<file path="config.mk">
export PLATFORM = sky130hd
export DESIGN_NAME = bbse_exec
export DESIGN_NICKNAME = d
export VERILOG_FILES = /design/src/design/bbse_pkg.sv /design/src/design/bbse_shift_unit.sv /design/src/design/bbse_exec.sv
export SDC_FILE = /design/constraint.sdc
export NUM_CORES = 2
export LEC_CHECK = 0
export BUFFER_PORTS_ARGS = -buffer_cell sky130_fd_sc_hd__buf_2
export CORE_MARGIN = 8
export CORE_UTILIZATION = 45
export DETAILED_ROUTE_END_ITERATION = 8
export PLACE_DENSITY_LB_ADDON = 0.08
export SYNTH_ARGS = -nofsm -noshare
export SYNTH_HDL_FRONTEND = slang
export SYNTH_SLANG_ARGS = --single-unit
</file>
<file path="constraint.sdc">
create_clock -name core_clk_i -period 51.6 [get_ports core_clk_i]
set_clock_uncertainty 0.05 [all_clocks]
set_input_delay 7.74 -clock core_clk_i [delete_from_list [all_inputs] [get_ports core_clk_i]]
set_output_delay 7.74 -clock core_clk_i [all_outputs]
set_load 0.01 [all_outputs]
</file>
<file path="src/design/bbse_pkg.sv">
// Package with opcodes, flag positions, widths and cycle counts for the branch, bit and shift executor.
package bbse_pkg;

    localparam int PC_W   = 12;
    localparam int K_W    = 7;
    localparam int IOA_W  = 5;
    localparam int DATA_W = 8;

    // Status flag bit positions.
    localparam int FLAG_C = 0;
    localparam int FLAG_Z = 1;
    localparam int FLAG_N = 2;
    localparam int FLAG_V = 3;
    localparam int FLAG_S = 4;
    localparam int FLAG_H = 5;
    localparam int FLAG_T = 6;
    localparam int FLAG_I = 7;

    localparam logic [7:0] SREG_RESET = 8'h00;
    localparam logic [7:0] IO_RESET   = 8'h00;
    localparam logic [2:0] RF_MSB     = 3'h7;

    // Cycle counts.
    localparam int CYC_BR_NOT_TAKEN = 1;
    localparam int CYC_BR_TAKEN     = 2;
    localparam int CYC_IO_BIT       = 2;
    localparam int CYC_SHIFT        = 1;

    typedef enum logic [3:0] {
        OP_NOP                    = 4'h0,
        OP_BRANCH_SIGNED_GE       = 4'h1,
        OP_BRANCH_SIGNED_LT       = 4'h2,
        OP_BRANCH_HALFCARRY_SET   = 4'h3,
        OP_BRANCH_HALFCARRY_CLEAR = 4'h4,
        OP_BRANCH_TRANSFER_SET    = 4'h5,
        OP_BRANCH_TRANSFER_CLEAR  = 4'h6,
        OP_BRANCH_OVERFLOW_SET    = 4'h7,
        OP_BRANCH_OVERFLOW_CLEAR  = 4'h8,
        OP_BRANCH_IRQ_ENABLED     = 4'h9,
        OP_BRANCH_IRQ_DISABLED    = 4'hA,
        OP_IO_BIT_SET             = 4'hB,
        OP_IO_BIT_CLEAR           = 4'hC,
        OP_SHIFT_LEFT_LOGICAL     = 4'hD,
        OP_SHIFT_RIGHT_LOGICAL    = 4'hE
    } bbse_op_type;

    typedef enum logic [1:0] {
        ST_IDLE   = 2'b00,
        ST_BRANCH = 2'b01,
        ST_IO_WR  = 2'b10
    } bbse_state_type;

endpackage : bbse_pkg

</file>
<file path="src/design/bbse_shift_unit.sv">
// Logical shift unit with its flag results.
`timescale 1ns/100ps
`default_nettype none
module bbse_shift_unit
    import bbse_pkg::*;
(
    input  wire logic [DATA_W-1:0] operand_i,   // Destination register value
    input  wire logic              left_i,      // High shifts left, low shifts right
    input  wire logic [7:0]        sreg_i,      // Current status flags
    output logic      [DATA_W-1:0] result_o,    // Shifted value
    output logic      [7:0]        sreg_o       // Updated status flags
);
    import bbse_pkg::*;

    logic carry;
    logic neg;
    logic ovf;

    always_comb begin
        sreg_o = sreg_i;
        if (left_i) begin
            result_o = {operand_i[DATA_W-2:0], 1'b0};
            carry    = operand_i[DATA_W-1];
        end else begin
            result_o = {1'b0, operand_i[DATA_W-1:1]};
            carry    = operand_i[0];
        end
        neg = result_o[DATA_W-1];
        ovf = neg ^ carry;
        sreg_o[FLAG_C] = carry;
        sreg_o[FLAG_Z] = (result_o == '0);
        sreg_o[FLAG_N] = neg;
        sreg_o[FLAG_V] = ovf;
        sreg_o[FLAG_S] = neg ^ ovf;
    end
endmodule : bbse_shift_unit
`default_nettype wire

</file>
<file path="src/design/bbse_exec.sv">
// Executor for conditional relative branches, I/O bit set and clear, and logical shifts.
//
// Functional notes
// - Signed greater-or-equal branch jumps to PC+k+1 when N xor V is zero.
// - Signed less-than branch jumps to PC+k+1 when N xor V is one.
// - Half-carry branches jump on H set or H clear; flags untouched.
// - Transfer-bit branches jump on T set or T clear; flags untouched.
// - Overflow branches jump on V set or V clear; flags untouched.
// - Interrupt-state branches jump on I set or I clear; flags untouched.
// - I/O bit set forces bit b of register P high in two cycles.
// - I/O bit clear forces bit b of register P low in two cycles.
// - Left shift inserts zero at bit 0 and updates Z, C, N, V.
// - Right shift inserts zero at bit 7 and updates Z, C, N, V.
//
// The register addresses and the address-and-strobe port were decided locally.
`timescale 1ns/100ps
`default_nettype none
module bbse_exec
    import bbse_pkg::*;
#(
    parameter int NUM_IO  = 32,
    parameter int NUM_REG = 32
) (
    input  wire logic                    core_clk_i,   // Core clock, 250 MHz
    input  wire logic                    rst_i,        // Asynchronous reset, active high
    input  wire logic                    issue_i,      // Instruction presented this cycle
    input  wire bbse_pkg::bbse_op_type   op_i,         // Decoded operation
    input  wire logic [K_W-1:0]          k_i,          // Signed branch offset in words
    input  wire logic [IOA_W-1:0]        io_addr_i,    // I/O register index P
    input  wire logic [2:0]              bit_i,        // Bit index b
    input  wire logic [4:0]              rd_i,         // Destination register index
    input  wire logic                    sreg_we_i,    // External status flag load
    input  wire logic [7:0]              sreg_wdata_i, // Value for external flag load
    input  wire logic                    rf_we_i,      // Load register Rd from rf_wdata_i when idle
    input  wire logic [DATA_W-1:0]       rf_wdata_i,   // Value for register Rd load
    output logic                         ready_o,      // Executor can take an instruction
    output logic      [PC_W-1:0]         pc_o,         // Program counter
    output logic      [7:0]              sreg_o,       // Status flags
    output logic      [DATA_W-1:0]       io_rdata_o,   // Value of I/O register P
    output logic      [DATA_W-1:0]       rf_rdata_o    // Value of register Rd
);
    import bbse_pkg::*;

    logic [DATA_W-1:0] io_q   [NUM_IO];
    logic [DATA_W-1:0] io_d   [NUM_IO];
    logic [DATA_W-1:0] rf_q   [NUM_REG];
    logic [DATA_W-1:0] rf_d   [NUM_REG];
    logic [PC_W-1:0]   pc_q,   pc_d;
    logic [7:0]        sreg_q, sreg_d;
    bbse_state_type    state_q, state_d;
    logic [PC_W-1:0]   target_q, target_d;
    logic [IOA_W-1:0]  io_sel_q, io_sel_d;
    logic [DATA_W-1:0] io_val_q, io_val_d;
    logic [DATA_W-1:0] sh_res;
    logic [7:0]        sh_sreg;
    logic              take;
    logic              accept;
    logic              do_br;
    logic              do_io;
    logic              do_sh;
    logic [PC_W-1:0]   pc_next;

    function automatic logic branch_cond(input bbse_op_type op, input logic [7:0] s);
        case (op)
            OP_BRANCH_SIGNED_GE:       branch_cond = (s[FLAG_N] ^ s[FLAG_V]) == 1'b0;
            OP_BRANCH_SIGNED_LT:       branch_cond = (s[FLAG_N] ^ s[FLAG_V]) == 1'b1;
            OP_BRANCH_HALFCARRY_SET:   branch_cond = s[FLAG_H];
            OP_BRANCH_HALFCARRY_CLEAR: branch_cond = !s[FLAG_H];
            OP_BRANCH_TRANSFER_SET:    branch_cond = s[FLAG_T];
            OP_BRANCH_TRANSFER_CLEAR:  branch_cond = !s[FLAG_T];
            OP_BRANCH_OVERFLOW_SET:    branch_cond = s[FLAG_V];
            OP_BRANCH_OVERFLOW_CLEAR:  branch_cond = !s[FLAG_V];
            OP_BRANCH_IRQ_ENABLED:     branch_cond = s[FLAG_I];
            OP_BRANCH_IRQ_DISABLED:    branch_cond = !s[FLAG_I];
            default:                   branch_cond = 1'b0;
        endcase
    endfunction : branch_cond

    function automatic logic is_branch(input bbse_op_type op);
        is_branch = (op >= OP_BRANCH_SIGNED_GE) && (op <= OP_BRANCH_IRQ_DISABLED);
    endfunction : is_branch

    function automatic logic is_io_bit(input bbse_op_type op);
        is_io_bit = (op == OP_IO_BIT_SET) || (op == OP_IO_BIT_CLEAR);
    endfunction : is_io_bit

    function automatic logic is_shift(input bbse_op_type op);
        is_shift = (op == OP_SHIFT_LEFT_LOGICAL) || (op == OP_SHIFT_RIGHT_LOGICAL);
    endfunction : is_shift

    bbse_shift_unit u_shift (
        .operand_i (rf_q[rd_i]),
        .left_i    (op_i == OP_SHIFT_LEFT_LOGICAL),
        .sreg_i    (sreg_q),
        .result_o  (sh_res),
        .sreg_o    (sh_sreg)
    );

    assign ready_o    = (state_q == ST_IDLE);
    assign pc_o       = pc_q;
    assign sreg_o     = sreg_q;
    assign io_rdata_o = io_q[io_addr_i];
    assign rf_rdata_o = rf_q[rd_i];

    assign pc_next = pc_q + PC_W'(1);
    assign take    = branch_cond(op_i, sreg_q);

    // An instruction is only taken while idle; a request during a busy cycle is dropped.
    assign accept = issue_i && (state_q == ST_IDLE);
    assign do_br  = accept && is_branch(op_i);
    assign do_io  = accept && is_io_bit(op_i);
    assign do_sh  = accept && is_shift(op_i);

    // Sequencer state, program counter and pending branch target.
    always_comb begin
        state_d  = state_q;
        pc_d     = pc_q;
        target_d = target_q;
        case (state_q)
            ST_IDLE: begin
                if (do_br && take) begin
                    // Sign-extended offset added to PC+1, jump lands in the second cycle.
                    target_d = pc_next + PC_W'($signed(k_i));
                    state_d  = ST_BRANCH;
                end else if (do_io) begin
                    state_d = ST_IO_WR;
                end else if (accept) begin
                    // Untaken branches, shifts and all other operations advance one word.
                    pc_d = pc_next;
                end
            end
            ST_BRANCH: begin
                pc_d    = target_q;
                state_d = ST_IDLE;
            end
            ST_IO_WR: begin
                pc_d    = pc_next;
                state_d = ST_IDLE;
            end
            default: begin
                state_d = ST_IDLE;
            end
        endcase
    end

    always_ff @(posedge core_clk_i or posedge rst_i) begin
        if (rst_i) begin
            state_q  <= ST_IDLE;
            pc_q     <= '0;
            target_q <= '0;
        end else begin
            state_q  <= state_d;
            pc_q     <= pc_d;
            target_q <= target_d;
        end
    end

    // Status flags: an outside load applies only while idle, and a shift issued beside it wins.
    always_comb begin
        sreg_d = sreg_q;
        if (state_q == ST_IDLE && sreg_we_i) begin
            sreg_d = sreg_wdata_i;
        end
        if (do_sh) begin
            sreg_d = sh_sreg;
        end
    end

    always_ff @(posedge core_clk_i or posedge rst_i) begin
        if (rst_i) begin
            sreg_q <= SREG_RESET;
        end else begin
            sreg_q <= sreg_d;
        end
    end

    // I/O registers: the old value is read in the first cycle and written back in the second.
    always_comb begin
        io_sel_d = io_sel_q;
        io_val_d = io_val_q;
        io_d     = io_q;
        if (do_io) begin
            io_sel_d        = io_addr_i;
            io_val_d        = io_q[io_addr_i];
            io_val_d[bit_i] = (op_i == OP_IO_BIT_SET);
        end
        if (state_q == ST_IO_WR) begin
            io_d[io_sel_q] = io_val_q;
        end
    end

    always_ff @(posedge core_clk_i or posedge rst_i) begin
        if (rst_i) begin
            io_sel_q <= '0;
            io_val_q <= '0;
            for (int i = 0; i < NUM_IO; i++) begin
                io_q[i] <= IO_RESET;
            end
        end else begin
            io_sel_q <= io_sel_d;
            io_val_q <= io_val_d;
            io_q     <= io_d;
        end
    end

    // Register file: an outside load fills Rd while idle, and a shift issued beside it wins.
    always_comb begin
        rf_d = rf_q;
        if (state_q == ST_IDLE && rf_we_i) begin
            rf_d[rd_i] = rf_wdata_i;
        end
        if (do_sh) begin
            rf_d[rd_i] = sh_res;
        end
    end

    always_ff @(posedge core_clk_i or posedge rst_i) begin
        if (rst_i) begin
            for (int i = 0; i < NUM_REG; i++) begin
                rf_q[i] <= '0;
            end
        end else begin
            rf_q <= rf_d;
        end
    end
endmodule : bbse_exec
`default_nettype wire

</file>
; ---- Word-level counts from Yosys, hierarchy flattened
; Index checks and enable logic that the tools add are counted.
[word_totals]
regBits = 559
wordCells = 164
inputBits = 45
out_inout_bits = 37
[classes]
magnitude_cmp = 9
add_sub_neg = 2
bitwise_logic = 8
n_eq_ne = 20
n_mux = 30
n_reduce_logical = 24
[ops]
columns = cell, count
row1 = 256-bit bitwise mux, 3
row2 = 256-bit two-way mux, 2
row3 = 8-bit binary-select mux with 5-bit select, 2
row4 = 8-bit demux with 5-bit select, 2
row5 = 8-bit two-way mux, 7
row6 = 12-bit two-way mux, 3
row7 = 12-bit one-hot mux with 3 select lines, 1
row8 = "4-bit equality test, second input constant", 7
row9 = "6-bit >= comparator, second input constant", 3
row10 = 5-bit NOT with 6-bit output, 3
row11 = "4-bit by 3-bit equality test with 1-bit output, second input constant", 4
row12 = "12-bit by 1-bit adder with 12-bit output, second input constant", 1
row13 = 12-bit adder, 1
row14 = "6-bit by 1-bit less-than comparator with 1-bit output, second input constant", 2
row15 = 1-bit logical AND, 11
row16 = 5-bit two-way mux, 2
row17 = 1-bit one-hot mux with 10 select lines, 1
row18 = 8-bit bitwise mux, 1
row19 = "4-bit by 2-bit equality test with 1-bit output, second input constant", 2
row20 = 8-bit zero test, 1
row21 = 2-bit two-way mux, 3
row22 = "4-bit by 1-bit equality test with 1-bit output, second input constant", 1
row23 = "4-bit by 1-bit >= comparator with 1-bit output, second input constant", 1
row24 = "4-bit <= comparator, second input constant", 1
row25 = 18 further kinds, 28

; ---- Depth between registers and ports, before layout
[depth]
ltp_word = 9
ltp_mapped = 12

; ---- Modules after synthesis
; A second synthesis with hierarchy kept.
[hier_totals]
cells_unflattened = 2427
hier_area_um2 = 29086.6
[by_module_without_submodules]
columns = module, cells_per_inst, area_each_um2, n_inst
row1 = bbse_exec, 2401, 28890.2, 1
row2 = bbse_shift_unit, 26, 196.4, 1

; ---- Worst setup path after synthesis
; Ideal clock, no wire load.
[synth_timing]
path_type = input to output
startpoint = input port io_addr_i[0]
endpoint = output port io_rdata_o[6]
arrival_time_ps = 9413
t_required_ps = 43810
slack_ps = 34397
cell_stages = 5
cell_sequence = buf_6 -> buf_2 -> mux4_2 -> mux4_2 -> mux2_2
[synth_via]
elab_chain_cells = 4
[synth_rtl]
columns = item, line
row1 = "start, declared", bbse_exec.sv:29  ; input wire logic [IOA_W-1:0] io_addr_i,
row2 = 5-bit NOT with 6-bit output (not written as such), bbse_exec.sv:102  ; assign io_rdata_o = io_q[io_addr_i];
row3 = 8-bit binary-select mux with 5-bit select, bbse_exec.sv:102
row4 = 8-bit two-way mux (not written as such) (2 in a row), bbse_exec.sv:102
row5 = "end, declared", bbse_exec.sv:39  ; output logic [DATA_W-1:0] io_rdata_o,
; Every way passes these cells. The select of a mux whose other input is x is not followed.

; ---- Worst setup path after layout
[layout_timing]
startpoint = input port rd_i[1]
endpoint = output port rf_rdata_o[3]
[layout_via]
elab_chain_cells = 4
[layout_rtl]
columns = item, line
row1 = "start, declared", bbse_exec.sv:31  ; input wire logic [4:0] rd_i,
row2 = 5-bit NOT with 6-bit output (not written as such), bbse_exec.sv:103  ; assign rf_rdata_o = rf_q[rd_i];
row3 = 8-bit binary-select mux with 5-bit select, bbse_exec.sv:103
row4 = 8-bit two-way mux (not written as such) (2 in a row), bbse_exec.sv:103
row5 = "end, declared", bbse_exec.sv:40  ; output logic [DATA_W-1:0] rf_rdata_o
; Every way passes these cells. The select of a mux whose other input is x is not followed.

==> impl_metrics.env <==
export IMPL_postSynthCellCount=2513
export IMPL_area_growth_pct=10.5
export IMPL_cts_tree="yes"
export IMPL_via_per_inst=6.10
export IMPL_dieArea_um2=73100
export IMPL_peakVddDrop_v=0.0000254
export IMPL_cp_arrival_ps=11140
export IMPL_synth_seq_cells=559
export IMPL_critPathMaxStageDelay_ps=930
export IMPL_cts_sinks=559
export IMPL_yosys_warnings=0
export IMPL_initial_core_util_pct=45.4
export IMPL_yosysMostFrequentCell="dfrtp_1"
export IMPL_power_density_nw_per_um2=41.0
export IMPL_min_path_type="reg2reg"
export IMPL_seq_area_frac_synth_pct=48.0
export IMPL_port_buffers=81
export IMPL_rows=93
export IMPL_vias=20755
export IMPL_async_flop_share_pct=100
export IMPL_crit_fanout=71
export IMPL_drv_slew=0
export IMPL_status="completed"
export IMPL_postCtsSetupRepairBufs=0
export IMPL_wl_per_cell_um=26.6
export IMPL_nFillCells=5738
export IMPL_grt_pass1_wl_um=138000
export IMPL_hpwl_um=59200
export IMPL_grt_use_total_pct=24.4
export IMPL_postRouteWirelength_um=90600
export IMPL_synth_edf_count=0
export IMPL_die_x_um=270
export IMPL_grt_pass1_vias=20990
export IMPL_layout_drive_gt1_share_pct=29.4
export IMPL_clk_pin_slew_ps=60
export IMPL_cts_resized=0
export IMPL_synth_top_area_share_pct=48.0
export IMPL_final_setup_viol_count=0
export IMPL_criticalPathCategory="in2out"
export IMPL_grt_overflow_total=0
export IMPL_place_congestion=0.979
export IMPL_ys_flop_type="dfrtp_1"
export IMPL_final_antenna_net_count=0
export IMPL_insertion_delay_ps=620
export IMPL_grt_antenna_before_repair=2
export IMPL_syn_area_per_cell_um2=11.6
export IMPL_crit_family="buffers and inverters"
export IMPL_drc=0
export IMPL_netlist_top_cells_count="dfrtp_1 (559), mux2_2 (440), a21oi_1 (270), nor2_1 (248), mux2i_1 (141)"
export IMPL_reg2reg_slack_ps=47880
export IMPL_cts_inserted_buffers=67
export IMPL_coreArea_um2=64200
export IMPL_maxCapViolations=0
export IMPL_post_synth_top_area_cell="dfrtp_1"
export IMPL_ioPinCount=82
export IMPL_postCtsHoldBufs=0
export IMPL_die_y_um=270
export IMPL_cts_root_buf="clkbuf_16"
export IMPL_hold_violations=0
export IMPL_leakagePower_nw=14.9
export IMPL_max_slew_worst_pin_slew_ps=1300
export IMPL_final_nets=2550
export IMPL_cp_start_kind="primary input"
export IMPL_worstPathRequired_ps=43810
export IMPL_htree_levels=3
export IMPL_synth_cell_types=61
export IMPL_netlist_area_um2=29100
export IMPL_fin_crit_sh_pct=36.7
export IMPL_detailedPlace_worstSlack_ps=32810
export IMPL_period_needed_ps=18930
export IMPL_final_setup_worst_slack_ps=32670
export IMPL_max_slew_margin_pct=12.7
export IMPL_fin_setup_tns_ps=0
export IMPL_yosys_top_cells_area="dfrtp_1 (48%), mux2_2 (17%), mux4_2 (6.2%)"
export IMPL_worst_path_buf_inv=3
export IMPL_crit_path_top_delay_cell="buf_4"
export IMPL_clock_fmax_mhz=52.8
export IMPL_cts_path_max_buffers=3
export IMPL_firstDrtPassIters=6
export IMPL_setup_worst_path_end_class="output pin"
export IMPL_rsz0062_at_grt="no"
export IMPL_final_util_pct=50.1
export IMPL_crit_path_cell_trace="clkbuf_8 > buf_4 > mux2i_1 > o22ai_1 > nor4_1 > nand2_1 > buf_2"
export IMPL_drt_iter0_drc=1799
export IMPL_syn_nets=2571
export IMPL_grt_start_max_net_pins=143
-- final timing paths --
kind / startpoint / to / cells after the start
worst min-delay path: target_q[1]$_DFFE_PP0P_ / target_q[1]$_DFFE_PP0P_ / 2
worst min register to register: target_q[1]$_DFFE_PP0P_ / target_q[1]$_DFFE_PP0P_ / 2
worst max register to register: rf_q[140]$_DFF_PP0_ / sreg_o[1]$_DFFE_PP0P_ / 8
min in group asynchronous: rst_i / pc_o[5]$_DFFE_PP0P_ / 2
max in group asynchronous: rst_i / io_q[26]$_DFFE_PP0P_ / 5
worst max-delay path: rd_i[1] / rf_rdata_o[3] / 7
-- per-stage QoR --
stage	hold WS [ps]	total power [mW]	cells	area (um2)
after CTS	432	1.33	3398	32200
after floorplan	395	0.738	2513	29100
after detailed placement	416	0.835	3278	29900
after global placement	411	0.829	3278	29900
final	428	1.32	3400	32200
after global routing	462	1.38	3400	32200
-- area by class of cell --
| cell class | count | area, um2 | share of cell area (%) |
|---|---|---|---|
| antenna | 2 | 5.00 | 0.0155 |
| clock buffer | 99 | 1920 | 5.96 |
| clock inverter | 21 | 348 | 1.08 |
| inverter | 9 | 41.3 | 0.128 |
| multi-input combinational | 1748 | 14200 | 44.1 |
| sequential | 559 | 14000 | 43.4 |
| tap | 855 | 1070 | 3.32 |
| timing repair buffer | 107 | 624 | 1.94 |
-- power by group --
part           switching [mW]  internal, mW  total [mW]
sequential             0.0530         0.502       0.555
clock                   0.196         0.291       0.487
combinational           0.163         0.114       0.278
-- sequential cells by signal (all words and copies together) (netlist names) --
name,count
io_sel_q,5
pc_o,12
io_q,256
io_val_q,8
sreg_o,8
state_q,2
target_q,12
rf_q,256
-- worst reg2reg max path: stages, from the launching register on --
cell and delay [ps]:
dfrtp_1 370, mux2i_1 340, o22ai_1 210, nor4_1 600, nand2_1 350, mux2i_4 850
buf_4 420, nand4_1 200, o22ai_1 210
-- layer usage --
metal  GRT usage [%]  vias up  part of all wire [%]
met5               0        -                     0
met4            8.13        0                   3.3
met3            4.58      186                   6.2
met2            37.7      669                    46
met1            34.6    10735                    45
li1                -     9165                     -
-- cells in the final DEF (no fill, tap or decap), types with 4 or more instances in the layout --
cell type,count
a21oi_1,270
a22oi_1,7
nand4b_1,4
xnor2_1,12
clkbuf_1,21
buf_4,26
nand2_1,101
a211oi_1,90
mux4_2,80
ha_1,12
and3_1,30
nand2b_1,6
or4b_1,4
nor3_1,9
clkinv_8,4
nand3b_1,4
nor2_1,247
clkbuf_8,11
mux2_2,440
nor3b_1,4
o22ai_1,66
mux2i_1,141
dfrtp_1,559
mux2i_4,6
bufinv_16,6
clkbuf_16,68
buf_2,79
o21ai_0,32
inv_1,8
nor4_1,20
nand4bb_1,6
nand4_1,4
xor2_1,12
nor2b_1,72
nand3_1,13
o21ai_1,8
clkinv_2,7
-- cell families (layout without fill, tap and decap cells) --
kind of cell	count (synthesis)	in the layout	share of synthesized area (%)
mux	669	669	28.6
fa+ha+maj	13	13	0.584
compound gates	491	491	9.74
xor+xnor	24	24	0.721
flops	559	559	48.0
buf+inv	206	236	3.23
other cells	0	2	0
simple gates	551	551	9.13
(Power assumes the default switching activity.)
